## src/hw/asr_regs.svh

```systemverilog
/*
  Timing counts and field positions for the asynchronous static memory host controller.
  Assumes a 125 MHz system clock (8 ns period); all figures in ns are converted to cycles here.
*/
`ifndef ASR_REGS_SVH
`define ASR_REGS_SVH

`define ASR_CLK_PERIOD_NS   8
// Address set-up before write start, minimum (ns)
`define ASR_T_ADDR_SETUP_NS 8
// Write strobe low time, minimum (ns)
`define ASR_T_WRITE_PULSE_NS 12
// Recovery after write end before address or data change, minimum (ns)
`define ASR_T_WRITE_RECOV_NS 8
// Read access time from strobes, minimum wait (ns)
`define ASR_T_READ_ACCESS_NS 12
// Bus turnaround after the device releases the lines (ns)
`define ASR_T_TURN_NS        8

`define ASR_CYC_UP(ns) ((((ns) + `ASR_CLK_PERIOD_NS - 1) / `ASR_CLK_PERIOD_NS) < 1 ? 1 : \
                        (((ns) + `ASR_CLK_PERIOD_NS - 1) / `ASR_CLK_PERIOD_NS))
`define ASR_SETUP_CYC  `ASR_CYC_UP(`ASR_T_ADDR_SETUP_NS)
`define ASR_WPULSE_CYC `ASR_CYC_UP(`ASR_T_WRITE_PULSE_NS)
`define ASR_RECOV_CYC  `ASR_CYC_UP(`ASR_T_WRITE_RECOV_NS)
`define ASR_READ_CYC   `ASR_CYC_UP(`ASR_T_READ_ACCESS_NS)
`define ASR_TURN_CYC   `ASR_CYC_UP(`ASR_T_TURN_NS)

// Byte lane positions in a word
`define ASR_LOW_LSB  0
`define ASR_HIGH_LSB 8

`endif

```

## src/hw/asr_pkg.sv

```systemverilog
/*
  Types for the asynchronous static memory host controller.
  Assumes the constants header is included by the design file.
*/
`default_nettype none
package asr_pkg;
  typedef enum logic [2:0] {
    ASR_IDLE,
    ASR_WR_SETUP,
    ASR_WR_PULSE,
    ASR_WR_RECOV,
    ASR_RD_WAIT,
    ASR_RD_DONE,
    ASR_TURN
  } asr_state_t;
endpackage
`default_nettype wire

```

## src/hw/asr_host.sv

```systemverilog
/*
  Host controller that sequences strobes for a 64K x 16 asynchronous static memory with byte lanes.
  Assumes one 125 MHz clock, a synchronous active-high reset, and a user side that holds its request
  until accepted. The shared data wire is resolved outside from data_oe_out.
*/
// Notes on behaviour
// - Write starts at later of select or strobe falling; address stable before.
// - Write ends at earlier of select or strobe rising; address and data held.
// - Host keeps write strobe high throughout every read access.
// - Host never drives data lines while strobes are at read levels.
`include "asr_regs.svh"
`default_nettype none
module asr_host #(
  parameter int ADDR_W = 16,
  parameter int DATA_W = 16
) (
  input  wire logic              clock_in,
  input  wire logic              sys_rst_in,
  input  wire logic              req_valid_in,
  input  wire logic              req_write_in,
  input  wire logic [ADDR_W-1:0] req_addr_in,
  input  wire logic [DATA_W-1:0] req_wdata_in,
  input  wire logic [1:0]        req_lanes_in,
  output logic                   req_ready_out,
  output logic                   rsp_valid_out,
  output logic [DATA_W-1:0]      rsp_rdata_out,
  output logic [ADDR_W-1:0]      word_address_out,
  output logic                   chip_select_n_out,
  output logic                   write_strobe_n_out,
  output logic                   output_drive_enable_n_out,
  output logic                   low_byte_select_n_out,
  output logic                   high_byte_select_n_out,
  input  wire logic [DATA_W-1:0] shared_data_lines_in,
  output logic [DATA_W-1:0]      shared_data_lines_out,
  output logic                   data_oe_out
);

  localparam int SETUP_CYC  = `ASR_SETUP_CYC;
  localparam int WPULSE_CYC = `ASR_WPULSE_CYC;
  localparam int RECOV_CYC  = `ASR_RECOV_CYC;
  localparam int READ_CYC   = `ASR_READ_CYC;
  localparam int TURN_CYC   = `ASR_TURN_CYC;

  // The memory has a 16-bit word address and two 8-bit lanes; refuse other widths at elaboration
  if (ADDR_W != 16 || DATA_W != 16) begin : g_bad_width
    $error("asr_host serves only a 16-bit address and 16-bit data");
  end

  asr_pkg::asr_state_t state_reg;
  asr_pkg::asr_state_t state_next;
  logic [3:0]          count_reg;
  logic [3:0]          count_next;
  logic [ADDR_W-1:0]   addr_reg;
  logic [DATA_W-1:0]   wdata_reg;
  logic [1:0]          lanes_reg;
  logic [DATA_W-1:0]   samp1_reg;
  logic [DATA_W-1:0]   samp2_reg;
  logic [DATA_W-1:0]   rdata_reg;
  logic                rsp_reg;

  // Decode of the state into pin levels
  wire in_idle    = (state_reg == asr_pkg::ASR_IDLE);
  wire in_wsetup  = (state_reg == asr_pkg::ASR_WR_SETUP);
  wire in_wpulse  = (state_reg == asr_pkg::ASR_WR_PULSE);
  wire in_wrecov  = (state_reg == asr_pkg::ASR_WR_RECOV);
  wire in_read    = (state_reg == asr_pkg::ASR_RD_WAIT) || (state_reg == asr_pkg::ASR_RD_DONE);
  wire in_write   = in_wsetup || in_wpulse || in_wrecov;
  wire count_done = (count_reg == 4'h0);
  wire accept     = in_idle && req_valid_in && (req_lanes_in != 2'h0);

  // Select is low through the whole write so the strobe alone opens and closes the interval;
  // select falls with the address, before the strobe, so drivers stay released
  assign chip_select_n_out         = !(in_write || in_read);
  assign write_strobe_n_out        = !in_wpulse;              // High during reads
  assign output_drive_enable_n_out = !in_read;                // High in writes and idle
  assign low_byte_select_n_out     = !((in_write || in_read) && lanes_reg[0]);
  assign high_byte_select_n_out    = !((in_write || in_read) && lanes_reg[1]);
  assign word_address_out          = addr_reg;                // Held over set-up and recovery
  assign shared_data_lines_out     = wdata_reg;
  // Drive only in write phases; output enable is high then, so no contention
  assign data_oe_out               = in_write;
  assign req_ready_out             = in_idle;
  assign rsp_valid_out             = rsp_reg;
  assign rsp_rdata_out             = rdata_reg;

  // Next state and phase counter
  always_comb begin
    state_next = state_reg;
    count_next = count_done ? 4'h0 : count_reg - 4'h1;
    case (state_reg)
      asr_pkg::ASR_IDLE: begin
        if (accept) begin
          state_next = req_write_in ? asr_pkg::ASR_WR_SETUP : asr_pkg::ASR_RD_WAIT;
          count_next = req_write_in ? 4'(SETUP_CYC - 1) : 4'(READ_CYC + 1);
        end
      end
      asr_pkg::ASR_WR_SETUP: begin
        if (count_done) begin
          state_next = asr_pkg::ASR_WR_PULSE;
          count_next = 4'(WPULSE_CYC - 1);
        end
      end
      asr_pkg::ASR_WR_PULSE: begin
        if (count_done) begin
          state_next = asr_pkg::ASR_WR_RECOV;
          count_next = 4'(RECOV_CYC - 1);
        end
      end
      asr_pkg::ASR_WR_RECOV: begin
        if (count_done) begin
          state_next = asr_pkg::ASR_IDLE;
        end
      end
      asr_pkg::ASR_RD_WAIT: begin
        // Two extra cycles cover the input synchroniser
        if (count_done) begin
          state_next = asr_pkg::ASR_RD_DONE;
        end
      end
      asr_pkg::ASR_RD_DONE: begin
        state_next = asr_pkg::ASR_TURN;
        count_next = 4'(TURN_CYC - 1);
      end
      asr_pkg::ASR_TURN: begin
        // Gives the device time to release the lines before a write drives them
        if (count_done) begin
          state_next = asr_pkg::ASR_IDLE;
        end
      end
      default: begin
        state_next = asr_pkg::ASR_IDLE;
        count_next = 4'h0;
      end
    endcase
  end

  // Sequencer registers
  always_ff @(posedge clock_in) begin
    if (sys_rst_in) begin
      state_reg <= asr_pkg::ASR_IDLE;
      count_reg <= 4'h0;
    end else begin
      state_reg <= state_next;
      count_reg <= count_next;
    end
  end

  // Request capture; address and data stay put until the next accept
  always_ff @(posedge clock_in) begin
    if (sys_rst_in) begin
      addr_reg  <= 16'h0000;
      wdata_reg <= 16'h0000;
      lanes_reg <= 2'h0;
    end else if (accept) begin
      addr_reg  <= req_addr_in;
      wdata_reg <= req_wdata_in;
      lanes_reg <= req_lanes_in;
    end
  end

  // Pin input passes two flops before use
  always_ff @(posedge clock_in) begin
    if (sys_rst_in) begin
      samp1_reg <= 16'h0000;
      samp2_reg <= 16'h0000;
    end else begin
      samp1_reg <= shared_data_lines_in;
      samp2_reg <= samp1_reg;
    end
  end

  // Read answer; undriven lanes read as zero
  always_ff @(posedge clock_in) begin
    if (sys_rst_in) begin
      rsp_reg   <= 1'b0;
      rdata_reg <= 16'h0000;
    end else begin
      rsp_reg <= (state_reg == asr_pkg::ASR_RD_DONE);
      if (state_reg == asr_pkg::ASR_RD_DONE) begin
        rdata_reg[`ASR_LOW_LSB+:8]  <= lanes_reg[0] ? samp2_reg[`ASR_LOW_LSB+:8] : 8'h00;
        rdata_reg[`ASR_HIGH_LSB+:8] <= lanes_reg[1] ? samp2_reg[`ASR_HIGH_LSB+:8] : 8'h00;
      end
    end
  end
endmodule
`default_nettype wire

```

## config.mk

```make
export PLATFORM = sky130hd
export DESIGN_NAME = asr_host
export DESIGN_NICKNAME = d
export VERILOG_FILES = /design/src/hw/asr_pkg.sv /design/src/hw/asr_host.sv
export VERILOG_INCLUDE_DIRS = /design/src /design/src/hw
export SDC_FILE = /design/constraint.sdc
export NUM_CORES = 1
export LEC_CHECK = 0
export ABC_AREA = 1
export BUFFER_PORTS_ARGS = -buffer_cell sky130_fd_sc_hd__buf_2
export CAP_MARGIN = 15
export CORE_MARGIN = 1
export CORE_UTILIZATION = 49
export DETAILED_ROUTE_END_ITERATION = 7
export GPL_ROUTABILITY_DRIVEN = 0
export PLACE_DENSITY = 0.87
export SYNTH_ARGS = -nofsm -noshare
export SYNTH_HDL_FRONTEND = slang
export SYNTH_SLANG_ARGS = --single-unit
export TNS_END_PERCENT = 30
```

## constraint.sdc

```tcl
create_clock -name clock_in -period 1.55 [get_ports clock_in]
set_input_delay 0 -clock clock_in [delete_from_list [all_inputs] [get_ports clock_in]]
set_output_delay 0 -clock clock_in [all_outputs]
set_load 0.1 [all_outputs]
```

==> metrics, run 1 <==
Post-synth EDFFs=0; worst endpoint data arrival time=1.43 ns; cell family with most CP delay=buffers and inverters; net switching power figure=4608 uW; PwrDens=1978 mW/mm2; clk_lat worst skew=0.35 ns; Buf/Inv on CP=3; Commonest cells post-synth=nor2_1 (108), dfxtp_1 (90), o21ai_0 (53), inv_1 (49), nand2_1 (44); first-pass GRT wire length=13.12 mm; Detailed Route WL=8.295 mm; row count=28; R2R depth=6; Worst slew margin=62.94%; Total GRT Usage=26.14%; I/O Buffers=109; CP startpoint=state_reg[2]; Sw Ratio=51.36%; met1 wire length=3.250 mm; CP max stage delay=0.35 ns; FF/Latch Area=0.001807 mm2; Synth Area in XOR/XNOR=0.5527%; count leader, synth=nor2_1; RSZ-0062 raised after global routing=false; Area contributors post-synth=dfxtp_1 (57%), nor2_1 (13%), o21ai_0 (8.4%); placed insts=574; largest net degree at the start of global routing=51; Max Clk Rate=0.6994 GHz; share of the synthesized area in the top cell type=56.85%; min Tclk post-route=1.430 ns; ys async rst share=0%; WS Path Type=reg -> out; DP HPWL=4.826 mm; Yosys reg bits=90; CP max stage cell=dfxtp_2; Worst path depth=6; Initial Util=51.99%; Clock Skews=0.01176 ns; WL met3=395 um; Max VDD drop=1.755 mV; routed via count=3133; power share of the sequential group=33.0%; run status=complete, no violations; R2R Path Start=state_reg[1]; H-tree Lvls=3; cell count after synthesis=405; Detailed Route Iter0 Violations=198; mux contribution to synthesized area=0%; Power Internal=4364 uW; CTS tree=built; Core Region=0.006096 mm2; Post-Synth Adder-Cell Area=0.7896%; main combinational cell family by area after synthesis=simple AND/OR/NAND/NOR gates; Synth warnings=0; GR Overflow Total=0; final setup fails=0; final hold slack=0.01876 ns; initial antenna violation count=0; Filler cells=417; multi-input combinational cell area=0.001102 mm2; Synth Area in Compound Gates=9.475%; worst-path fanout max=6; final non-filler cell total=640; clock buffer depth=2; top_reg_cell synth=dfxtp_1; Num CTS Buffers=9; met2 WL=4.227 mm; crit end category=output port; Cell variety after synth=20; WP data required=1.55 ns; Area Growth Syn to Fin=43.11%; FF-to-FF setup slack=0.12 ns; CTS sink count=90; die height=82.43 um; area leader, netlist=dfxtp_1; Routed Antenna Nets=0; vias in the first global route=2876; Remaining DRCs=0; chip width=82.43 um; Simple-Gate Fraction of Synth Area=23.13%; Worst-path clk slew=0.08 ns; io pins=110; drt via density=4.895; leakage=0.002239 uW; crit path to=low_byte_select_n_out; Worst-Margin Slew=0.5550 ns; startpoint type of the worst setup path=register; post-synthesis sequential area ratio=56.85%; Synth Cell Area=0.003169 mm2; clock share of power=18.1%; Routed WL per cell=12.96 um; n_diodes=0; Layout Nets=616; MaxCap Viol Count=0; final hold vios=0; period utilization=92.25%; reg2reg end=shared_data_lines_out[12]; Pwr Total=8972 uW; Slew Viols, Final=0; clock root cell=clkbuf_8; CP cell instances=buf_4, nand2_2, o21ai_1, buf_4, nand2_2, buf_12; Min-Delay Path Class=in -> reg; syn_nets=461; Gate power share=48.8%; syn_area_per_cell=7.825 um2; first-pass detailed-route iteration total=5; die area=0.006794 mm2; top sig layer=met4; share of cells above drive strength 1=26.19%
==> layout by cell type, fill, tap and decap left out, drive strengths merged <==
| cell type | n |
|---|---|
| bufinv | 1 |
| nand3 | 25 |
| ha | 2 |
| clkinvlp | 3 |
| buf | 113 |
| dfxtp | 90 |
| xnor2 | 2 |
| dlygate4sd3 | 50 |
| inv | 53 |
| nand2 | 44 |
| nor3 | 2 |
| clkbuf | 10 |
| a21oi | 6 |
| nor2 | 110 |
| o21ai | 54 |
==> layer usage <==
layer / track usage, % / up-vias
li1: - / 1555
met1: 28.72 / 1420
met2: 44.05 / 119
met3: 6.484 / 39
met4: 18.42 / 0
met5: 0 / -
==> how the worst min path moves through the flow <==
stage / start / depth (start not counted) / endpoint
after floorplan: shared_data_lines_in[0] / 2 / samp1_reg[0]
after global placement: shared_data_lines_in[4] / 3 / samp1_reg[4]
after detailed placement: shared_data_lines_in[7] / 3 / samp1_reg[7]
after CTS: req_write_in / 4 / state_reg[2]
after global routing: req_write_in / 4 / state_reg[2]
final: req_write_in / 4 / state_reg[2]
==> kinds of logic after synthesis <==
logic type,Yosys count
compound gates,60
xor+xnor,2
fa+ha+maj,2
buf+inv,70
flops,90
simple gates,181
==> power groups by stage <==
stage / combinational [uW] / clock [uW] / sequential (uW)
after floorplan: 1630 / 0 / 4830
after global placement: 4140 / 0 / 2970
after detailed placement: 4200 / 0 / 2980
after CTS: 4320 / 1660 / 2940
after global routing: 4610 / 1760 / 3000
final: 4380 / 1630 / 2960
==> what timing repair did <==
action,CTS,global route
hold endpoints to repair,50,0
buffers inserted,0,0
gates resized for setup,2,4
setup endpoints to repair,2,7
cloned,0,0
hold buffers,50,0
==> layout make-up <==
cell class                      instances  area share, %
Clock buffer                            9          2.731
Clock inverter                          7          1.903
Multi-Input combinational cell        245          24.30
Sequential cell                        90          39.83
Tap cell                               75          2.069
Timing Repair Buffer                  164          25.02
Inverter                               50          4.138
==> through the flow <==
stage	util (%)	cell area (um2)	setup slack (ns)	setup TNS [ns]
final	74.40	4536	0.1201	0
after global placement	62.58	3815	0.2233	0
after CTS	74.26	4527	0.04133	0
after detailed placement	62.58	3815	0.1362	0
after floorplan	-	3197	-0.09322	-0.2434
after global routing	74.40	4536	0.01525	0
==> worst register-to-register path, cell delays in order, from the launching register on <==
cell and delay, ns:
dfxtp_2 0.38, nor2_4 0.18, nand3_2 0.10, nor2_4 0.13, inv_2 0.23, nor2_1 0.24
nor2_1 0.08
(Power assumes the default switching activity.)
==> inputs of run 2 (changes only) <==
--- a/config.mk
+++ b/config.mk
@@ -10,10 +10,10 @@
 export BUFFER_PORTS_ARGS = -buffer_cell sky130_fd_sc_hd__buf_2
 export CAP_MARGIN = 15
 export CORE_MARGIN = 1
-export CORE_UTILIZATION = 49
+export CORE_UTILIZATION = 30
 export DETAILED_ROUTE_END_ITERATION = 7
 export GPL_ROUTABILITY_DRIVEN = 0
-export PLACE_DENSITY = 0.87
+export PLACE_DENSITY = 0.62
 export SYNTH_ARGS = -nofsm -noshare
 export SYNTH_HDL_FRONTEND = slang
 export SYNTH_SLANG_ARGS = --single-unit
==> metrics, run 2 (same netlist as run 1, synthesis figures left out) <==
io pins=110 (unchanged); I/O Buffers=109 (unchanged); die area=0.01098 mm2 (+62%); CP max stage delay=0.44 ns (+0.09 ns); leakage=0.002286 uW (+2.1%); first-pass detailed-route iteration total=4 (-1); Detailed Route WL=7.789 mm (-6.1%); Gate power share=48.6% (-0.2 points); pre-CTS WS=0.2060 ns (+0.06982 ns); MaxCap Viol Count=0 (unchanged); CP cell instances=buf_4, nand2_2, buf_2; share of cells above drive strength 1=26.54% (+0.34 points); row count=37 (+32%); Layout Nets=620 (+0.65%); Detailed Route Iter0 Violations=145 (-27%); Worst slew margin=65.92% (+3.0 points); CTS sink count=90 (unchanged); R2R depth=6 (unchanged); placed insts=638 (+11%); die height=104.8 um (+27%); Worst-Margin Slew=0.5148 ns (-0.04022 ns); first-pass GRT wire length=12.69 mm (-3.3%); Hold Crit Depth=5 (+1); final setup fails=0 (unchanged); fin util=45.52% (-29 points); Total GRT Usage=14.69% (-11 points); crit end category=output port; final setup margin=0.1349 ns (+0.01482 ns); WP data required=1.55 ns (about the same); DP HPWL=5.292 mm (+9.7%); clock root cell=clkbuf_8; PwrDens=1935 mW/mm2 (-2.2%); CP max stage cell=buf_2; Initial Util=30.84% (-21 points); RSZ-0062 raised after global routing=false; Area Growth Syn to Fin=47.61%; Routed Antenna Nets=0 (unchanged); routed via count=3009 (-4.0%); run status=complete, no violations; final hold slack=0.08109 ns (+0.06233 ns); final non-filler cell total=705 (+10%); clock buffer depth=2 (unchanged); drt via density=4.268 (-13%); largest net degree at the start of global routing=39 (-24%); Max VDD drop=0.9822 mV (-44%); Clock Skews=0.008903 ns (-0.002853 ns); Max Clk Rate=0.7067 GHz (+1.0%); power share of the sequential group=32.4% (-0.6 points); chip width=104.8 um (+27%); Core Region=0.01028 mm2 (+69%); vias in the first global route=2903 (+0.94%); final hold vios=0 (unchanged); n_diodes=0 (unchanged); worst endpoint data arrival time=1.42 ns (about the same); GR Overflow Total=0 (unchanged); startpoint type of the worst setup path=register; H-tree Lvls=3 (unchanged); Sw Ratio=50.70% (-0.66 points); Routed WL per cell=11.05 um (-15%); design area=0.004678 mm2 (+3.1%); most frequent cells in the layout=nor2_1 (106), buf_2 (104), dfxtp_1 (88); most common cell after layout, fill and taps aside=nor2_1; clk_lat worst skew=0.36 ns (about the same); worst-path fanout max=6 (unchanged); initial antenna violation count=0 (unchanged); Power Internal=4464 uW (+2.3%); WS Path Type=reg -> out; net switching power figure=4591 uW (-0.37%); clock share of power=19.0% (+0.9 points); Num CTS Buffers=9 (unchanged); Remaining DRCs=0 (unchanged); Post-DP Area=0.003941 mm2 (+3.3%); CTS tree=built; Worst-path clk slew=0.09 ns (about the same); period utilization=91.29% (-0.96 points); min Tclk post-route=1.415 ns (-0.01482 ns); Slew Viols, Final=0 (unchanged); Min-Delay Path Class=in -> reg
## run 2: cell count changes in the layout (fill, tap and decap cells not counted), sizes merged
cell and change:
buf +4, dlygate4sd3 +1, clkinvlp -3, inv +2
## run 2: what timing repair did
item | CTS | global route
resized for setup | 3 | 2
buffers inserted | 0 | 0
hold endpoints to repair | 51 | 0
hold buffers | 51 | 0
pin swaps | 0 | 0
endpoints found under the setup margin | 4 | 10
## run 2: worst paths after layout
path	start	end	slack (ns)
worst max register to register	state_reg[0]	word_address_out[9]	0.17
worst min register to register	samp1_reg[4]	samp2_reg[4]	0.40
worst max-delay path	state_reg[2]	output_drive_enable_n_out	0.13
worst min-delay path	req_valid_in	state_reg[1]	0.08
## run 2: layout make-up
cell class	instances	area [um2]
well taps	136	170.2
flip-flops and latches	90	1804
fillers	1023	5599
repair buffers	168	1191
inverters	50	187.7
clock inverters	6	78.83
multi-input cells	245	1109
clock buffers	10	137.6
## run 2: metrics by stage
stage          TNS, ns  total power [uW]
2_1_floorplan  -0.2434              6459
3_3_place_gp         0              7207
3_5_place_dp         0              7274
4_1_cts              0              9145
5_1_grt              0              9492
6_report             0              9054
## run 2: power by group through the flow
stage / logic, uW / clock network (uW) / registers, uW
3_5_place_dp: 4300 / 0 / 2980
5_1_grt: 4640 / 1860 / 2990
4_1_cts: 4420 / 1790 / 2930
6_report: 4400 / 1720 / 2940
3_3_place_gp: 4240 / 0 / 2960
2_1_floorplan: 1630 / 0 / 4830
## run 2: worst max-delay path, delay by kind of cell, from the launching register on
kind,cells,cell delay [ns]
buf+inv,2,0.60
flops,1,0.36
simple gates,1,0.10
## run 2: routing by layer
layer  track usage, %  wire [um]  vias up
li1                 -          -     1562
met1            14.88       3216     1329
met2            26.06       3811       91
met3            4.866        411       27
met4            8.954        349        0
met5                0          0        -
==> inputs of run 3 (changes only) <==
--- a/config.mk
+++ b/config.mk
@@ -9,11 +9,13 @@
 export ABC_AREA = 1
 export BUFFER_PORTS_ARGS = -buffer_cell sky130_fd_sc_hd__buf_2
 export CAP_MARGIN = 15
+export CORE_ASPECT_RATIO = 1.5
 export CORE_MARGIN = 1
 export CORE_UTILIZATION = 30
 export DETAILED_ROUTE_END_ITERATION = 7
 export GPL_ROUTABILITY_DRIVEN = 0
-export PLACE_DENSITY = 0.62
+export PLACE_DENSITY = 0.63
+export SLEW_MARGIN = 10
 export SYNTH_ARGS = -nofsm -noshare
 export SYNTH_HDL_FRONTEND = slang
 export SYNTH_SLANG_ARGS = --single-unit
==> constraint.sdc (replaced) <==
create_clock -name clock_in -period 1.15 [get_ports clock_in]
set_input_delay 0 -clock clock_in [delete_from_list [all_inputs] [get_ports clock_in]]
set_output_delay 0 -clock clock_in [all_outputs]
set_load 0.1 [all_outputs]
==> metrics, run 3 (same netlist as run 1, synthesis figures left out) <==
leakage=0.002576 uW (+13%); chip width=85.92 um (-18%); Core Region=0.01019 mm2 (-0.84%); die height=127.9 um (+22%); Remaining DRCs=0 (unchanged); row count=45 (+22%); Total GRT Usage=16.89% (+2.2 points); period utilization=122.5%; I/O Buffers=109 (unchanged); R2R Path Start=state_reg[0]; Worst-path clk slew=0.06 ns (-0.03 ns); Max Clk Rate=0.7100 GHz; first-pass detailed-route iteration total=4 (unchanged); share of cells above drive strength 1=38.86% (+12 points); CTS tree=built; Post-DP Area=0.004203 mm2 (+6.6%); min Tclk post-route=1.408 ns; WP data required=1.15 ns (-0.40 ns); Num CTS Buffers=9 (unchanged); H-tree Lvls=3 (unchanged); first-pass GRT wire length=14.41 mm (+14%); Initial Util=31.10% (+0.26 points); worst hold start=req_write_in; failing checks=negative setup slack; final setup margin=-0.2585 ns (-0.3934 ns); FF-to-FF setup slack=-0.22 ns (-0.39 ns); clock root cell=clkbuf_16; die area=0.01099 mm2 (about the same); design area=0.005465 mm2 (+17%); RSZ-0062 raised after global routing=true; clock buffer depth=2 (unchanged); most frequent cells in the layout=nor2_1 (90), buf_2 (83), dfxtp_1 (81); reg2reg end=word_address_out[1]; worst endpoint data arrival time=1.41 ns (about the same); Worst-Margin Slew=0.4996 ns (-0.01523 ns); vias in the first global route=3184 (+9.7%); run status=complete, but fails checks; CTS sink count=90 (unchanged); Total Neg Setup Slack=-9.140 ns (-9.140 ns); final hold vios=0 (unchanged); io pins=110 (unchanged); Slew Viols, Final=0 (unchanged); Hold Crit Depth=4 (-1); Clock Skews=0.004895 ns (-0.004008 ns); Detailed Route WL=9.137 mm (+17%); largest net degree at the start of global routing=31 (-21%); Routed Antenna Nets=0 (unchanged); clk_lat worst skew=0.34 ns (-0.02 ns); DP HPWL=5.400 mm (+2.0%); WS Path Type=reg -> out; worst-path fanout max=3 (-3); Layout Nets=649 (+4.7%); GR Overflow Total=0 (unchanged); crit end category=output port; R2R depth=8 (+2); n_diodes=0 (unchanged); Routed WL per cell=12.38 um (+12%); Hold Path End=state_reg[2]; Detailed Route Iter0 Violations=102 (-30%); final setup fails=64 (+64); Area Growth Syn to Fin=72.44%; initial antenna violation count=0 (unchanged); startpoint type of the worst setup path=register; final hold slack=0.03871 ns (-0.04238 ns); PwrDens=2709 mW/mm2 (+40%); Min-Delay Path Class=in -> reg; drt via density=4.356 (+2.1%); routed via count=3215 (+6.8%); Worst slew margin=66.92% (+1.0 points); most common cell after layout, fill and taps aside=nor2_1; MaxCap Viol Count=0 (unchanged); Max VDD drop=2.245 mV (+130%)
==> run 3: cell count changes in the layout (fill, tap and decap cells not counted), moves of 10 or more <==
cell / change
o21ai_0: -19
clkbuf_4: +19
buf_6: +13
buf_2: -21
nor2_2: +15
nor2_1: -16
clkbuf_8: -10
==> run 3: worst max-delay path, stage by stage, from the launching register on <==
cell	delay, ns
dfxtp_4	0.36
buf_6	0.13
inv_6	0.06
nand2_4	0.06
o21ai_4	0.07
buf_12	0.14
nand2_4	0.06
buf_12	0.18
==> run 3: repair_timing <==
item,4_1_cts,5_1_grt
hold buffers,50,0
hold endpoints to repair,50,0
endpoints found under the setup margin,55,77
gates cloned,2,0
pin swaps,14,19
resized for setup,42,71
buffers inserted,13,3
==> run 3: metal layers <==
layer	track usage, %	vias to the layer above	part of all wire (%)
met4	9.216	0	3.9
met2	30.67	112	52
met5	0	-	0
met3	4.701	30	5.5
met1	17.20	1442	39
li1	-	1631	-
==> run 3: cell type report <==
type	instances	area, um2
well taps	141	176.4
clock buffers	9	225.2
repair buffers	197	1655
flip-flops and latches	90	1821
fillers	900	4726
inverters	50	205.2
clock inverters	6	75.07
multi-input cells	245	1308
==> run 3: worst max-delay path by stage <==
| stage | startpoint | end | cells after the start |
|---|---|---|---|
| after floorplan | state_reg[1] | state_reg[0] | 7 |
| after global placement | state_reg[0] | shared_data_lines_out[9] | 7 |
| after detailed placement | count_reg[0] | state_reg[1] | 7 |
| after CTS | state_reg[1] | low_byte_select_n_out | 6 |
| after global routing | state_reg[1] | low_byte_select_n_out | 7 |
| final | state_reg[1] | low_byte_select_n_out | 7 |
==> run 3: where the power goes <==
| group | internal [uW] | switching, uW |
|---|---|---|
| clock network | 1700 | 1250 |
| registers | 3660 | 347 |
| logic | 2470 | 5370 |
==> run 3: through the flow <==
stage          power [uW]  util, %  setup WS (ns)  std cells
4_1_cts             14430    52.00        -0.2688        736
3_5_place_dp        10550    41.24       -0.07982        657
5_1_grt             15460    53.63        -0.2908        738
2_1_floorplan        8877        -        -0.3619        405
6_report            14800    53.63        -0.2585        738
3_3_place_gp        10470    41.24       -0.02925        657
